<file path="config.mk">
export PLATFORM = sky130hd
export DESIGN_NAME = tcrp_top
export DESIGN_NICKNAME = d
export VERILOG_FILES = /design/src/hdl/tcrp_chan.v /design/src/hdl/tcrp_top.v
export VERILOG_INCLUDE_DIRS = /design/src /design/src/hdl
export SDC_FILE = /design/constraint.sdc
export NUM_CORES = 1
export LEC_CHECK = 0
export BUFFER_PORTS_ARGS = -buffer_cell sky130_fd_sc_hd__buf_2
export CAP_MARGIN = 30
export CORE_MARGIN = 1
export CORE_UTILIZATION = 63
export CTS_CLUSTER_SIZE = 24
export DETAILED_ROUTE_END_ITERATION = 10
export GPL_ROUTABILITY_DRIVEN = 0
export HOLD_SLACK_MARGIN = 0.02
export PLACE_DENSITY_LB_ADDON = 0.2
export SLEW_MARGIN = 25
export SYNTH_ARGS = -nofsm -noshare
export SYNTH_HDL_FRONTEND = slang
export SYNTH_SLANG_ARGS = --single-unit
</file>
<file path="constraint.sdc">
create_clock -name CLOCK_I -period 4.3 [get_ports CLOCK_I]
set_input_delay 0.645 -clock CLOCK_I [delete_from_list [all_inputs] [get_ports CLOCK_I]]
set_output_delay 0.645 -clock CLOCK_I [all_outputs]
set_load 0.03 [all_outputs]
</file>
<file path="src/hdl/tcrp_consts.vh">
`ifndef TCRP_CONSTS_VH
`define TCRP_CONSTS_VH

// Clock rate and specified times; cycle counts are derived from these in the top module.
`define TCRP_CLK_MHZ        200
`define TCRP_PASS_NOLFD_US  200000
`define TCRP_PASS_LFD_US    350000
`define TCRP_XFER_US        6500
`define TCRP_STEP_EXT_US    160000
`define TCRP_STEP_INT_US    240000
`define TCRP_NUM_CHAN       4

// Channel word layout.
`define TCRP_VAL_HI         15
`define TCRP_VAL_LO         4
`define TCRP_FAULT_BIT      1
`define TCRP_EMPTY_HI       16'h0000
`define TCRP_EMPTY_BIT0     1'b0
`define TCRP_EMPTY_BITS23   2'b00

// Scaling span inside which status bits are carried.
`define TCRP_SCALE_MIN      16'h2710
`define TCRP_SCALE_MAX      16'hC350

// Hold-off step limit.
`define TCRP_HOLD_MAX       8'hFA

// Zero-based address bases.
`define TCRP_IREG_BASE      16'h0200
`define TCRP_HREG_BASE      16'h0600
`define TCRP_STAT_BASE      16'h0800

// Reset values and the last channel number.
`define TCRP_RST_WORD       16'h0000
`define TCRP_RST_HOLD       8'h00
`define TCRP_RST_CNT        27'h000_0000
`define TCRP_RST_CHAN       2'h0
`define TCRP_CHAN_LAST      2'h3

`endif

</file>
<file path="src/hdl/tcrp_chan.v">
`timescale 1ns/100ps
`include "tcrp_consts.vh"

module tcrp_chan (
    input  wire        clk_i,        // System clock.
    input  wire        rst_i,        // Synchronous reset, active high.
    input  wire        load_i,       // One-cycle pulse: a new conversion result for this channel.
    input  wire [15:0] value_i,      // Unsigned conversion result.
    input  wire        fault_i,      // Line fault seen in this conversion.
    input  wire        lfd_en_i,     // Line fault detection enabled.
    input  wire        stat_en_i,    // Status bits carried in the low nibble.
    input  wire [7:0]  steps_i,      // Hold-off length in steps, already clamped.
    input  wire        step_tick_i,  // One-cycle pulse per hold-off step.
    output wire [15:0] word_o        // Packed channel word.
);

    reg  [15:0] word_r;
    reg  [15:0] word_nxt;
    reg         fault_r;
    reg         fault_nxt;
    reg  [7:0]  hold_r;
    reg  [7:0]  hold_nxt;
    wire        fault_now;
    wire [15:0] packed_w;

    assign fault_now = lfd_en_i & fault_i;

    // Status form keeps the 12-bit value on top; otherwise the whole result is passed.
    assign packed_w = stat_en_i ?
                      {value_i[`TCRP_VAL_HI:`TCRP_VAL_LO], `TCRP_EMPTY_BITS23,
                       fault_now, `TCRP_EMPTY_BIT0} :
                      value_i;

    always @* begin
        word_nxt  = word_r;
        fault_nxt = fault_r;
        hold_nxt  = hold_r;
        if (step_tick_i && hold_r != `TCRP_RST_HOLD) begin
            hold_nxt = hold_r - 8'h01;
        end
        if (load_i) begin
            fault_nxt = fault_now;
            if (fault_now) begin
                hold_nxt = `TCRP_RST_HOLD;
                word_nxt = packed_w;
            end else if (fault_r && steps_i != `TCRP_RST_HOLD) begin
                // Fault has just cleared: keep the faulted word while the hold-off runs.
                hold_nxt = steps_i;
            end else if (hold_r == `TCRP_RST_HOLD) begin
                word_nxt = packed_w;
            end
        end
    end

    always @(posedge clk_i) begin
        if (rst_i) begin
            word_r  <= `TCRP_RST_WORD;
            fault_r <= 1'b0;
            hold_r  <= `TCRP_RST_HOLD;
        end else begin
            word_r  <= word_nxt;
            fault_r <= fault_nxt;
            hold_r  <= hold_nxt;
        end
    end

    assign word_o = word_r;

endmodule // tcrp_chan

</file>
<file path="src/hdl/tcrp_top.v">
// Overview of operation
// - A full conversion pass over the four channels takes at most 200 ms with line fault detection off.
// - A full conversion pass over the four channels takes at most 350 ms with line fault detection on.
// - One channel word goes to the communication unit every 6.5 ms, independent of conversion.
// - Channel words go out one after the other, so a full set needs four transfer periods.
// - Each process value is an unsigned integer from 0 to 65535.
// - Each channel is one 16-bit word whose lowest four bits carry status.
// - Status bits are left out when the scaling lies outside 10000 to 50000.
// - Bit 1 flags a line fault (1 = error) and bits 0, 2 and 3 are zero.
// - Bits 4 to 15 hold the 12-bit measured value.
// - All four channel words share one layout and the block has no output data.
// - Status bit address is 2048 plus eight times the slot plus the bit number minus one.
// - Allocated process data is also read from holding registers starting at 1536.
// - Broken leads are detected per channel and detection can be switched off.
// - After a fault clears, values are withheld for 0 to 250 steps of 160 ms (external) or 240 ms (internal).
// - Temperatures are resolved with 16 bits.
`timescale 1ns/100ps
`include "tcrp_consts.vh"

module tcrp_top #(
    parameter [26:0] PASS_NOLFD_CYC = `TCRP_PASS_NOLFD_US * `TCRP_CLK_MHZ,  // Pass time, detection off.
    parameter [26:0] PASS_LFD_CYC   = `TCRP_PASS_LFD_US * `TCRP_CLK_MHZ,    // Pass time, detection on.
    parameter [26:0] XFER_CYC       = `TCRP_XFER_US * `TCRP_CLK_MHZ,        // Transfer period.
    parameter [26:0] STEP_EXT_CYC   = `TCRP_STEP_EXT_US * `TCRP_CLK_MHZ,    // Hold-off step, external junction.
    parameter [26:0] STEP_INT_CYC   = `TCRP_STEP_INT_US * `TCRP_CLK_MHZ     // Hold-off step, internal junction.
) (
    input  wire        CLOCK_I,          // System clock, 200 MHz.
    input  wire        RST_I,            // Synchronous reset, active high.
    input  wire        ADC_VALID_I,      // Front end result ready, level, from pins.
    input  wire [15:0] ADC_DATA_I,       // Front end result, stable while valid is high.
    input  wire        ADC_FAULT_I,      // Front end lead breakage seen, stable with data.
    input  wire        LFD_EN_I,         // Line fault detection on.
    input  wire        CJ_EXT_I,         // External cold junction selected.
    input  wire [7:0]  HOLD_STEPS_I,     // Hold-off length in steps.
    input  wire [15:0] SCALE_START_I,    // Scaling start point.
    input  wire [15:0] SCALE_END_I,      // Scaling end point.
    input  wire [3:0]  SLOT_I,           // Backplane slot number.
    input  wire [15:0] ALLOC_BASE_I,     // Allocated holding-register address of channel 1.
    output reg         CONV_REQ_O,       // One-cycle pulse: start a conversion.
    output reg  [1:0]  CONV_CHAN_O,      // Channel to convert.
    output reg         CONV_LFD_O,       // Run the lead check in this conversion.
    output reg         COM_STROBE_O,     // One-cycle pulse: channel word valid.
    output reg  [1:0]  COM_CHAN_O,       // Channel of the word.
    output reg  [15:0] COM_WORD_O,       // Packed channel word.
    output reg  [15:0] COM_IREG_ADDR_O,  // Slot-based input register address.
    output reg  [15:0] COM_HREG_ADDR_O,  // Allocated holding register address.
    output reg  [15:0] COM_STAT_ADDR_O   // Discrete input address of the word's fault bit.
);

    localparam [1:0] S_REQ  = 2'b01;
    localparam [1:0] S_WAIT = 2'b10;

    localparam [26:0] SLOT_NOLFD_CYC = PASS_NOLFD_CYC / `TCRP_NUM_CHAN;
    localparam [26:0] SLOT_LFD_CYC   = PASS_LFD_CYC / `TCRP_NUM_CHAN;

    // Two-stage synchronisers for every pin-level input.
    localparam integer SW = 1 + 16 + 1 + 1 + 1 + 8 + 16 + 16 + 4 + 16;

    wire [SW-1:0] pins_w;
    reg  [SW-1:0] sync1_r;
    reg  [SW-1:0] sync2_r;
    reg           valid_d_r;

    assign pins_w = {ADC_VALID_I, ADC_DATA_I, ADC_FAULT_I, LFD_EN_I, CJ_EXT_I, HOLD_STEPS_I,
                     SCALE_START_I, SCALE_END_I, SLOT_I, ALLOC_BASE_I};

    always @(posedge CLOCK_I) begin
        if (RST_I) begin
            sync1_r   <= {SW{1'b0}};
            sync2_r   <= {SW{1'b0}};
            valid_d_r <= 1'b0;
        end else begin
            sync1_r   <= pins_w;
            sync2_r   <= sync1_r;
            valid_d_r <= sync2_r[SW-1];
        end
    end

    wire        s_valid  = sync2_r[SW-1];
    wire [15:0] s_data   = sync2_r[SW-2:SW-17];
    wire        s_fault  = sync2_r[SW-18];
    wire        s_lfd    = sync2_r[SW-19];
    wire        s_cjext  = sync2_r[SW-20];
    wire [7:0]  s_steps  = sync2_r[SW-21:SW-28];
    wire [15:0] s_sstart = sync2_r[SW-29:SW-44];
    wire [15:0] s_send   = sync2_r[SW-45:SW-60];
    wire [3:0]  s_slot   = sync2_r[SW-61:SW-64];
    wire [15:0] s_alloc  = sync2_r[15:0];

    wire        result_w = s_valid & ~valid_d_r;
    wire [7:0]  steps_w  = (s_steps > `TCRP_HOLD_MAX) ? `TCRP_HOLD_MAX : s_steps;
    wire        stat_en_w = (s_sstart >= `TCRP_SCALE_MIN) && (s_sstart <= `TCRP_SCALE_MAX) &&
                            (s_send >= `TCRP_SCALE_MIN) && (s_send <= `TCRP_SCALE_MAX);

    // Conversion sequencer: each channel gets a quarter of the pass time.
    reg  [1:0]  state_r;
    reg  [1:0]  state_nxt;
    reg  [1:0]  conv_chan_r;
    reg  [1:0]  conv_chan_nxt;
    reg  [26:0] conv_cnt_r;
    reg  [26:0] conv_cnt_nxt;
    reg         conv_lfd_r;
    reg         conv_lfd_nxt;
    wire [26:0] slot_len_w = conv_lfd_r ? SLOT_LFD_CYC : SLOT_NOLFD_CYC;

    always @* begin
        state_nxt     = state_r;
        conv_chan_nxt = conv_chan_r;
        conv_cnt_nxt  = conv_cnt_r;
        conv_lfd_nxt  = conv_lfd_r;
        case (state_r)
            S_REQ: begin
                conv_cnt_nxt = `TCRP_RST_CNT;
                state_nxt    = S_WAIT;
            end
            S_WAIT: begin
                // The request state takes one cycle of the slot, so waiting ends one count early.
                if (conv_cnt_r >= slot_len_w - 27'h000_0002) begin
                    conv_cnt_nxt  = `TCRP_RST_CNT;
                    conv_chan_nxt = conv_chan_r + 2'h1;
                    // Detection mode only changes between passes.
                    if (conv_chan_r == `TCRP_CHAN_LAST) begin
                        conv_lfd_nxt = s_lfd;
                    end
                    state_nxt = S_REQ;
                end else begin
                    conv_cnt_nxt = conv_cnt_r + 27'h000_0001;
                end
            end
            default: begin
                state_nxt     = S_REQ;
                conv_chan_nxt = `TCRP_RST_CHAN;
                conv_cnt_nxt  = `TCRP_RST_CNT;
            end
        endcase
    end

    always @(posedge CLOCK_I) begin
        if (RST_I) begin
            state_r     <= S_REQ;
            conv_chan_r <= `TCRP_RST_CHAN;
            conv_cnt_r  <= `TCRP_RST_CNT;
            conv_lfd_r  <= 1'b0;
            CONV_REQ_O  <= 1'b0;
            CONV_CHAN_O <= `TCRP_RST_CHAN;
            CONV_LFD_O  <= 1'b0;
        end else begin
            state_r     <= state_nxt;
            conv_chan_r <= conv_chan_nxt;
            conv_cnt_r  <= conv_cnt_nxt;
            conv_lfd_r  <= conv_lfd_nxt;
            CONV_REQ_O  <= (state_r == S_REQ);
            CONV_CHAN_O <= conv_chan_r;
            CONV_LFD_O  <= conv_lfd_r;
        end
    end

    // Hold-off step divider; its period follows the cold junction choice.
    reg  [26:0] step_cnt_r;
    reg         step_tick_r;
    wire [26:0] step_len_w = s_cjext ? STEP_EXT_CYC : STEP_INT_CYC;

    always @(posedge CLOCK_I) begin
        if (RST_I) begin
            step_cnt_r  <= `TCRP_RST_CNT;
            step_tick_r <= 1'b0;
        end else if (step_cnt_r >= step_len_w - 27'h000_0001) begin
            step_cnt_r  <= `TCRP_RST_CNT;
            step_tick_r <= 1'b1;
        end else begin
            step_cnt_r  <= step_cnt_r + 27'h000_0001;
            step_tick_r <= 1'b0;
        end
    end

    // One packer per channel; all share the same layout.
    wire [15:0] word_w [0:`TCRP_NUM_CHAN-1];

    genvar gi;
    generate
        for (gi = 0; gi < `TCRP_NUM_CHAN; gi = gi + 1) begin : g_chan
            tcrp_chan u_chan (
                .clk_i       (CLOCK_I),
                .rst_i       (RST_I),
                .load_i      (result_w && (conv_chan_r == gi)),
                .value_i     (s_data),
                .fault_i     (s_fault),
                .lfd_en_i    (conv_lfd_r),
                .stat_en_i   (stat_en_w),
                .steps_i     (steps_w),
                .step_tick_i (step_tick_r),
                .word_o      (word_w[gi])
            );
        end
    endgenerate

    // Transfer scheduler: one word per period, channels in turn.
    reg  [26:0] xfer_cnt_r;
    reg  [1:0]  xfer_chan_r;

    always @(posedge CLOCK_I) begin
        if (RST_I) begin
            xfer_cnt_r      <= `TCRP_RST_CNT;
            xfer_chan_r     <= `TCRP_RST_CHAN;
            COM_STROBE_O    <= 1'b0;
            COM_CHAN_O      <= `TCRP_RST_CHAN;
            COM_WORD_O      <= `TCRP_RST_WORD;
            COM_IREG_ADDR_O <= `TCRP_RST_WORD;
            COM_HREG_ADDR_O <= `TCRP_RST_WORD;
            COM_STAT_ADDR_O <= `TCRP_RST_WORD;
        end else if (xfer_cnt_r >= XFER_CYC - 27'h000_0001) begin
            xfer_cnt_r      <= `TCRP_RST_CNT;
            xfer_chan_r     <= xfer_chan_r + 2'h1;
            COM_STROBE_O    <= 1'b1;
            COM_CHAN_O      <= xfer_chan_r;
            COM_WORD_O      <= word_w[xfer_chan_r];
            COM_IREG_ADDR_O <= `TCRP_IREG_BASE + {11'h000, s_slot, 1'b0}
                               + {14'h0000, xfer_chan_r};
            COM_HREG_ADDR_O <= `TCRP_HREG_BASE + s_alloc
                               + {14'h0000, xfer_chan_r};
            COM_STAT_ADDR_O <= `TCRP_STAT_BASE + {9'h000, s_slot, 3'h0}
                               + {14'h0000, xfer_chan_r};
        end else begin
            xfer_cnt_r      <= xfer_cnt_r + 27'h000_0001;
            COM_STROBE_O    <= 1'b0;
        end
    end

endmodule // tcrp_top

</file>
## Word-level counts from Yosys, hierarchy flattened

Cells that the tools add are included.

| word-level totals | value |
|---|---|
| logic and storage cells | 153 |
| bits in registers | 421 |
| bits of input ports | 82 |

| operators by class | value |
|---|---|
| order comparisons | 9 |
| bitwise gates (word level) | 6 |
| muxes and demuxes | 41 |
| equality and inequality tests | 10 |
| add/subtract/negate cells | 17 |
| reductions and logical operators | 38 |

Operator list:

| kind | count |
|---|---|
| $mux W16 | 14 |
| $mux W8 | 17 |
| $add A27 B1 Y27 const B | 3 |
| $ge A27 B27 Y1 | 2 |
| $reduce_bool A8 Y1 | 5 |
| $bmux W16 S2 | 1 |
| $ge A16 B14 Y1 const B | 2 |
| $le A16 B16 Y1 const B | 2 |
| $logic_not A8 Y1 | 4 |
| $sub A8 B1 Y8 const B | 4 |
| $ge A27 B21 Y1 const B | 1 |
| $sub A26 B1 Y27 const B | 1 |
| $mux W26 | 1 |
| $sub A25 B2 Y26 const B | 1 |
| $mux W25 | 1 |
| $add A11 B16 Y16 const A | 1 |
| $add A16 B2 Y16 | 1 |
| $logic_and A1 B1 Y1 | 15 |
| $reduce_and A3 Y1 | 5 |
| $add A13 B2 Y14 | 1 |
| $add A12 B7 Y13 const A | 1 |
| $add A11 B2 Y12 | 1 |
| $add A10 B5 Y11 const A | 1 |
| $gt A8 B8 Y1 const B | 1 |
| other kinds (18) | 35 |

## Depth between registers and ports, before layout

| depth | value |
|---|---|
| depth in word-level cells | 8 |
| depth in mapped cells | 9 |

## By module

A second synthesis with hierarchy kept.

| unflattened totals | value |
|---|---|
| cells, all modules | 1746 |
| area, all modules | 16768.6 um^2 |

Modules (own cells, without submodules):

| module | times used | cells an instance | sequential area each (um^2) | area each (um^2) |
|---|---|---|---|---|
| tcrp_top | 1 | 1146 | 5985.7 | 11403.4 |
| tcrp_chan | 4 | 150 | 500.5 | 1341.3 |

## Worst setup path after synthesis

OpenSTA, ideal clock, no wires.

| path | value |
|---|---|
| path kind | reg-to-reg |
| from | reg xfer_chan_r[1] |
| to | reg COM_HREG_ADDR_O[12] |
| slack | 1.903 ns |
| period minus slack after synthesis | 2.397 ns |
| library setup time | 0.122 ns |
| stages on the path, launching flop included | 10 |
| buffers on the path | 2 |
| arrival | 2.276 ns |
| cells stage by stage | dfxtp_1 > buf_2 > buf_2 > inv_1 > fa_1 > nand4b_1 > o21ai_0 > a21oi_1 > o21ai_0 > mux2i_1 |

| between the ends | value |
|---|---|
| word-level cells in the longest chain between the ends | 1 |

RTL lines:

| item | line | source |
|---|---|---|
| start: declaration | tcrp_top.v:199 | `reg [1:0] xfer_chan_r;` |
| start signal: assignment | tcrp_top.v:204 | `` xfer_chan_r <= `TCRP_RST_CHAN; `` |
| start signal: assignment | tcrp_top.v:213 | `xfer_chan_r <= xfer_chan_r + 2'h1;` |
| $add A16 B2 Y16 (no line) | n/a |  |
| end signal: assignment | tcrp_top.v:209 | `` COM_HREG_ADDR_O <= `TCRP_RST_WORD; `` |
| end signal: assignment | tcrp_top.v:219 | `` COM_HREG_ADDR_O <= `TCRP_HREG_BASE + s_alloc `` |
| end: declaration | tcrp_top.v:46 | `output reg [15:0] COM_HREG_ADDR_O,` |

No other way between the ends.
A chain may end at the register's enable or synchronous reset.

## Worst setup path after layout

| path | value |
|---|---|
| from | reg conv_lfd_r |
| to | reg conv_cnt_r[25] |

| between the ends | value |
|---|---|
| word-level cells in the longest chain between the ends | 4 |

RTL lines:

| item | line | source |
|---|---|---|
| start: declaration | tcrp_top.v:102 | `reg conv_lfd_r;` |
| start signal: assignment | tcrp_top.v:151 | `conv_lfd_r <= conv_lfd_nxt;` |
| $mux W25 | tcrp_top.v:104 | `wire [26:0] slot_len_w = conv_lfd_r ? SLOT_LFD_CYC : SLOT_NOLFD_CYC;` |
| $sub A25 B2 Y26 | tcrp_top.v:118 | `if (conv_cnt_r >= slot_len_w - 27'h000_0002) begin` |
| $ge A27 B27 Y1 | tcrp_top.v:118 |  |
| $reduce_or A3 Y1 (no line) | n/a |  |
| end signal: assignment | tcrp_top.v:142 | `` conv_cnt_r <= `TCRP_RST_CNT; `` |
| end signal: assignment | tcrp_top.v:150 | `conv_cnt_r <= conv_cnt_nxt;` |
| end: declaration | tcrp_top.v:100 | `reg [26:0] conv_cnt_r;` |

No other way between the ends.

==> run metrics <==
status finished clean; hold_sp CJ_EXT_I; Post-synth EDFFs 0; pre-CTS setup slack 1.55 ns; Post-Route WL 31000 um; mux contribution to synthesized area 0.0685; reg2reg start conv_lfd_r$_SDFFE_PP0P_; critical path type reg -> reg; clock root buffer clkbuf_16; cts bufs inserted 40; clock skew 0.0217 ns; DR DRC count 0; average size of a mapped cell 9.84 um^2; fmax 0.357 GHz; Syn Std Cell Area 15900 um^2; LEAKAGE 6.88 nW; GRT Util Overall 0.237; cells after synthesis 1619; Crit path depth 7; final net count 1854; Critical Path RT 4.74 ns; Synth Area in XOR/XNOR 0.0577; Worst-Skew Late Latency 0.53 ns; final critical-path required period roughly 2.8 ns; slowest cell on the critical path nand4_2; die width 161 um; Post-DP HPWL 20100 um; largest net degree at the start of global routing 193; Sink Count 399; port bufs 134; Ys Warns 0; critical path peak fanout 26; Yosys reg bits 399; Slew @ Worst Pin 0.861 ns; Initial DRC Count 717; Worst Setup Start Kind flop; CTS-repair resized insts 0; vias per cell around 5.5; leading cell type in the layout, fill and taps excluded dfxtp_1; commonest cells after routing, fill and taps aside dfxtp_1 (399), nor2b_1 (172), nor2_1 (165), buf_2 (133), nand2_1 (86); Fin. Hold Viols 0; CP Capture Point conv_cnt_r[25]$_SDFF_PP0_; count of final max-slew check failures 0; final std cells w/o fill about 2100; WP data arrival 3.24 ns; Cell Chain, Critical Path inv_1 > ha_1 > a211oi_1 > a211oi_1 > nor3_2 > nand4_2 > a21oi_1; initial core utilization 0.650; Worst setup startpoint conv_lfd_r$_SDFFE_PP0P_; r2r setup slk 1.50 ns; fill count around 1800; die height 161 um; Final WS setup 1.50 ns; post-synthesis adder-cell area fraction 0.0303; total congestion overflow 0; Worst Setup End Kind flop; Hold Crit Class in -> reg; WL/cell 14.9 um; CP peak stage delay 0.62 ns; share of cells above drive strength 1 0.145; Min-Delay Path Depth 2; H-tree depth 2; clock-pin slew on the worst setup and hold paths 0.06 ns; PwrDens roughly 430 nW/um^2; antenna fix cells 0; Routed Antenna Nets 0; Hold-fix buffers, CTS 0; Longest Clk Path Bufs 3; routed vias 11500; I/O pin total between 150 and 200; DIE AREA between 20000 and 30000 um^2; Pre-Repair DR Iteration Count 5; wire length of the first global-routing pass a little over 50000 um; CORE AREA between 20000 and 25000 um^2; Rel. slew slack 0.426; FP Rows 57; Setup Total Neg Slack 0 ns; CTS tree done; fin crit share 0.652; largest family of logic cells by synthesized area simple AND/OR/NAND/NOR gates; postcts setup bufs 0; reg2reg end conv_cnt_r[25]$_SDFF_PP0_; Worst Reg-to-Reg Cells 7; vias in the first global route about 11000; CP delay by family, top simple AND/OR/NAND/NOR gates; footprint of the multi-input gates 7400 um^2; setup repair after global routing missed its margin false; max cap viols 0; initial antenna violation count 0; Area Overhead vs Synth 13.7%; Final setup violation count 0; post-synthesis sequential area ratio 0.501; Async SR Flop Fraction 0; Placed Instances roughly 2000; WP buf/inv 1; Reg area 7990 um^2; synth unique cells 63; Top FF cell, synth dfxtp_1; Critical Path Most Common Cell a211oi_1; compound-cell area share of the yosys netlist 0.0907; simple-gate share of the synthesized area 0.210; maximum VDD drop 0.000346 V
## flip-flops by register name, indices dropped and copies added, names as in the netlist, 6 cells and up
name                  count
sync1_r                  80
sync2_r                  80
g_chan.u_chan.word_o     64
g_chan.u_chan.hold_r     32
conv_cnt_r               27
step_cnt_r               27
xfer_cnt_r               27
COM_HREG_ADDR_O          16
COM_WORD_O               16
COM_STAT_ADDR_O           6
## synth_stat cells (14+ instances only)
master    count  share of area
dfxtp_1     399           0.50
xnor2_1      65          0.036
and3_1       27          0.011
clkbuf_1     44          0.010
mux2i_1      72          0.045
ha_1         37          0.029
nor4_1       19         0.0075
a21oi_1      56          0.018
nand2_1      86          0.020
xor2_1       40          0.022
nand4_1      18         0.0071
nor2_1      165          0.039
o21ai_0      37          0.012
nor2b_1     172          0.068
nand3_1      38          0.012
nor3_1       39          0.012
nand2b_1     14         0.0055
inv_1        37         0.0087
o211ai_1     39          0.018
buf_4        35          0.016
mux4_2       16          0.023
a211oi_1     34          0.016
## per-stage QoR
step / area [um^2] / power [mW] / hold slack, ns / util
floorplan: 16000 / 4.22 / 0.414 / -
global placement: 16700 / 4.31 / 0.416 / 0.680
detailed placement: 16700 / 4.33 / 0.421 / 0.680
CTS: 18100 / 7.92 / 0.301 / 0.738
global route: 18100 / 8.12 / 0.313 / 0.739
finish: 18100 / 7.85 / 0.322 / 0.739
## worst register-to-register path, stage by stage, from the launching register on
cell and delay, ns:
dfxtp_1 0.52, inv_1 0.20, ha_1 0.35, a211oi_1 0.22, a211oi_1 0.14, nor3_2 0.35, nand4_2 0.62, a21oi_1 0.31
## worst min path at each step
stage,to
CTS,sync1_r[60]$_SDFF_PP0_
floorplan,sync2_r[0]$_SDFF_PP0_
detailed placement,sync2_r[38]$_SDFF_PP0_
global route,sync1_r[21]$_SDFF_PP0_
finish,sync1_r[60]$_SDFF_PP0_
global placement,sync2_r[17]$_SDFF_PP0_
## power breakdown
part	leakage, nW	internal [mW]	switching [mW]	total [mW]
Sequential	3.26	3.81	0.0663	3.87
Combinational	2.93	0.147	0.227	0.375
Clock	0.692	2.23	1.38	3.61
## cell families (layout without fill, tap and decap cells)
family / after synthesis / in the layout
flops: 399 / 399
buf+inv: 133 / 252
xor+xnor: 105 / 105
mux: 89 / 89
other cells: 1 / 25
simple gates: 636 / 636
compound gates: 218 / 218
fa+ha+maj: 38 / 38
## layout make-up
| class | instances | area share |
|---|---|---|
| Timing Repair Buffer | 143 | 0.0427 |
| Tap cell | 324 | 0.0224 |
| Multi-Input combinational cell | 1111 | 0.408 |
| Sequential cell | 399 | 0.441 |
| Clock inverter | 12 | 0.00973 |
| Clock buffer | 58 | 0.0679 |
| Inverter | 39 | 0.00808 |
## per-layer routing
layer  part of all wire  track usage  vias to the layer above
met1               0.45        0.309                     5387
met2               0.47        0.400                      305
met4              0.020       0.0703                        0
li1                   -            -                     5740
met3              0.057       0.0452                       60
met5                  0            0                        -
Note: power is estimated with default switching activity, not from simulation.
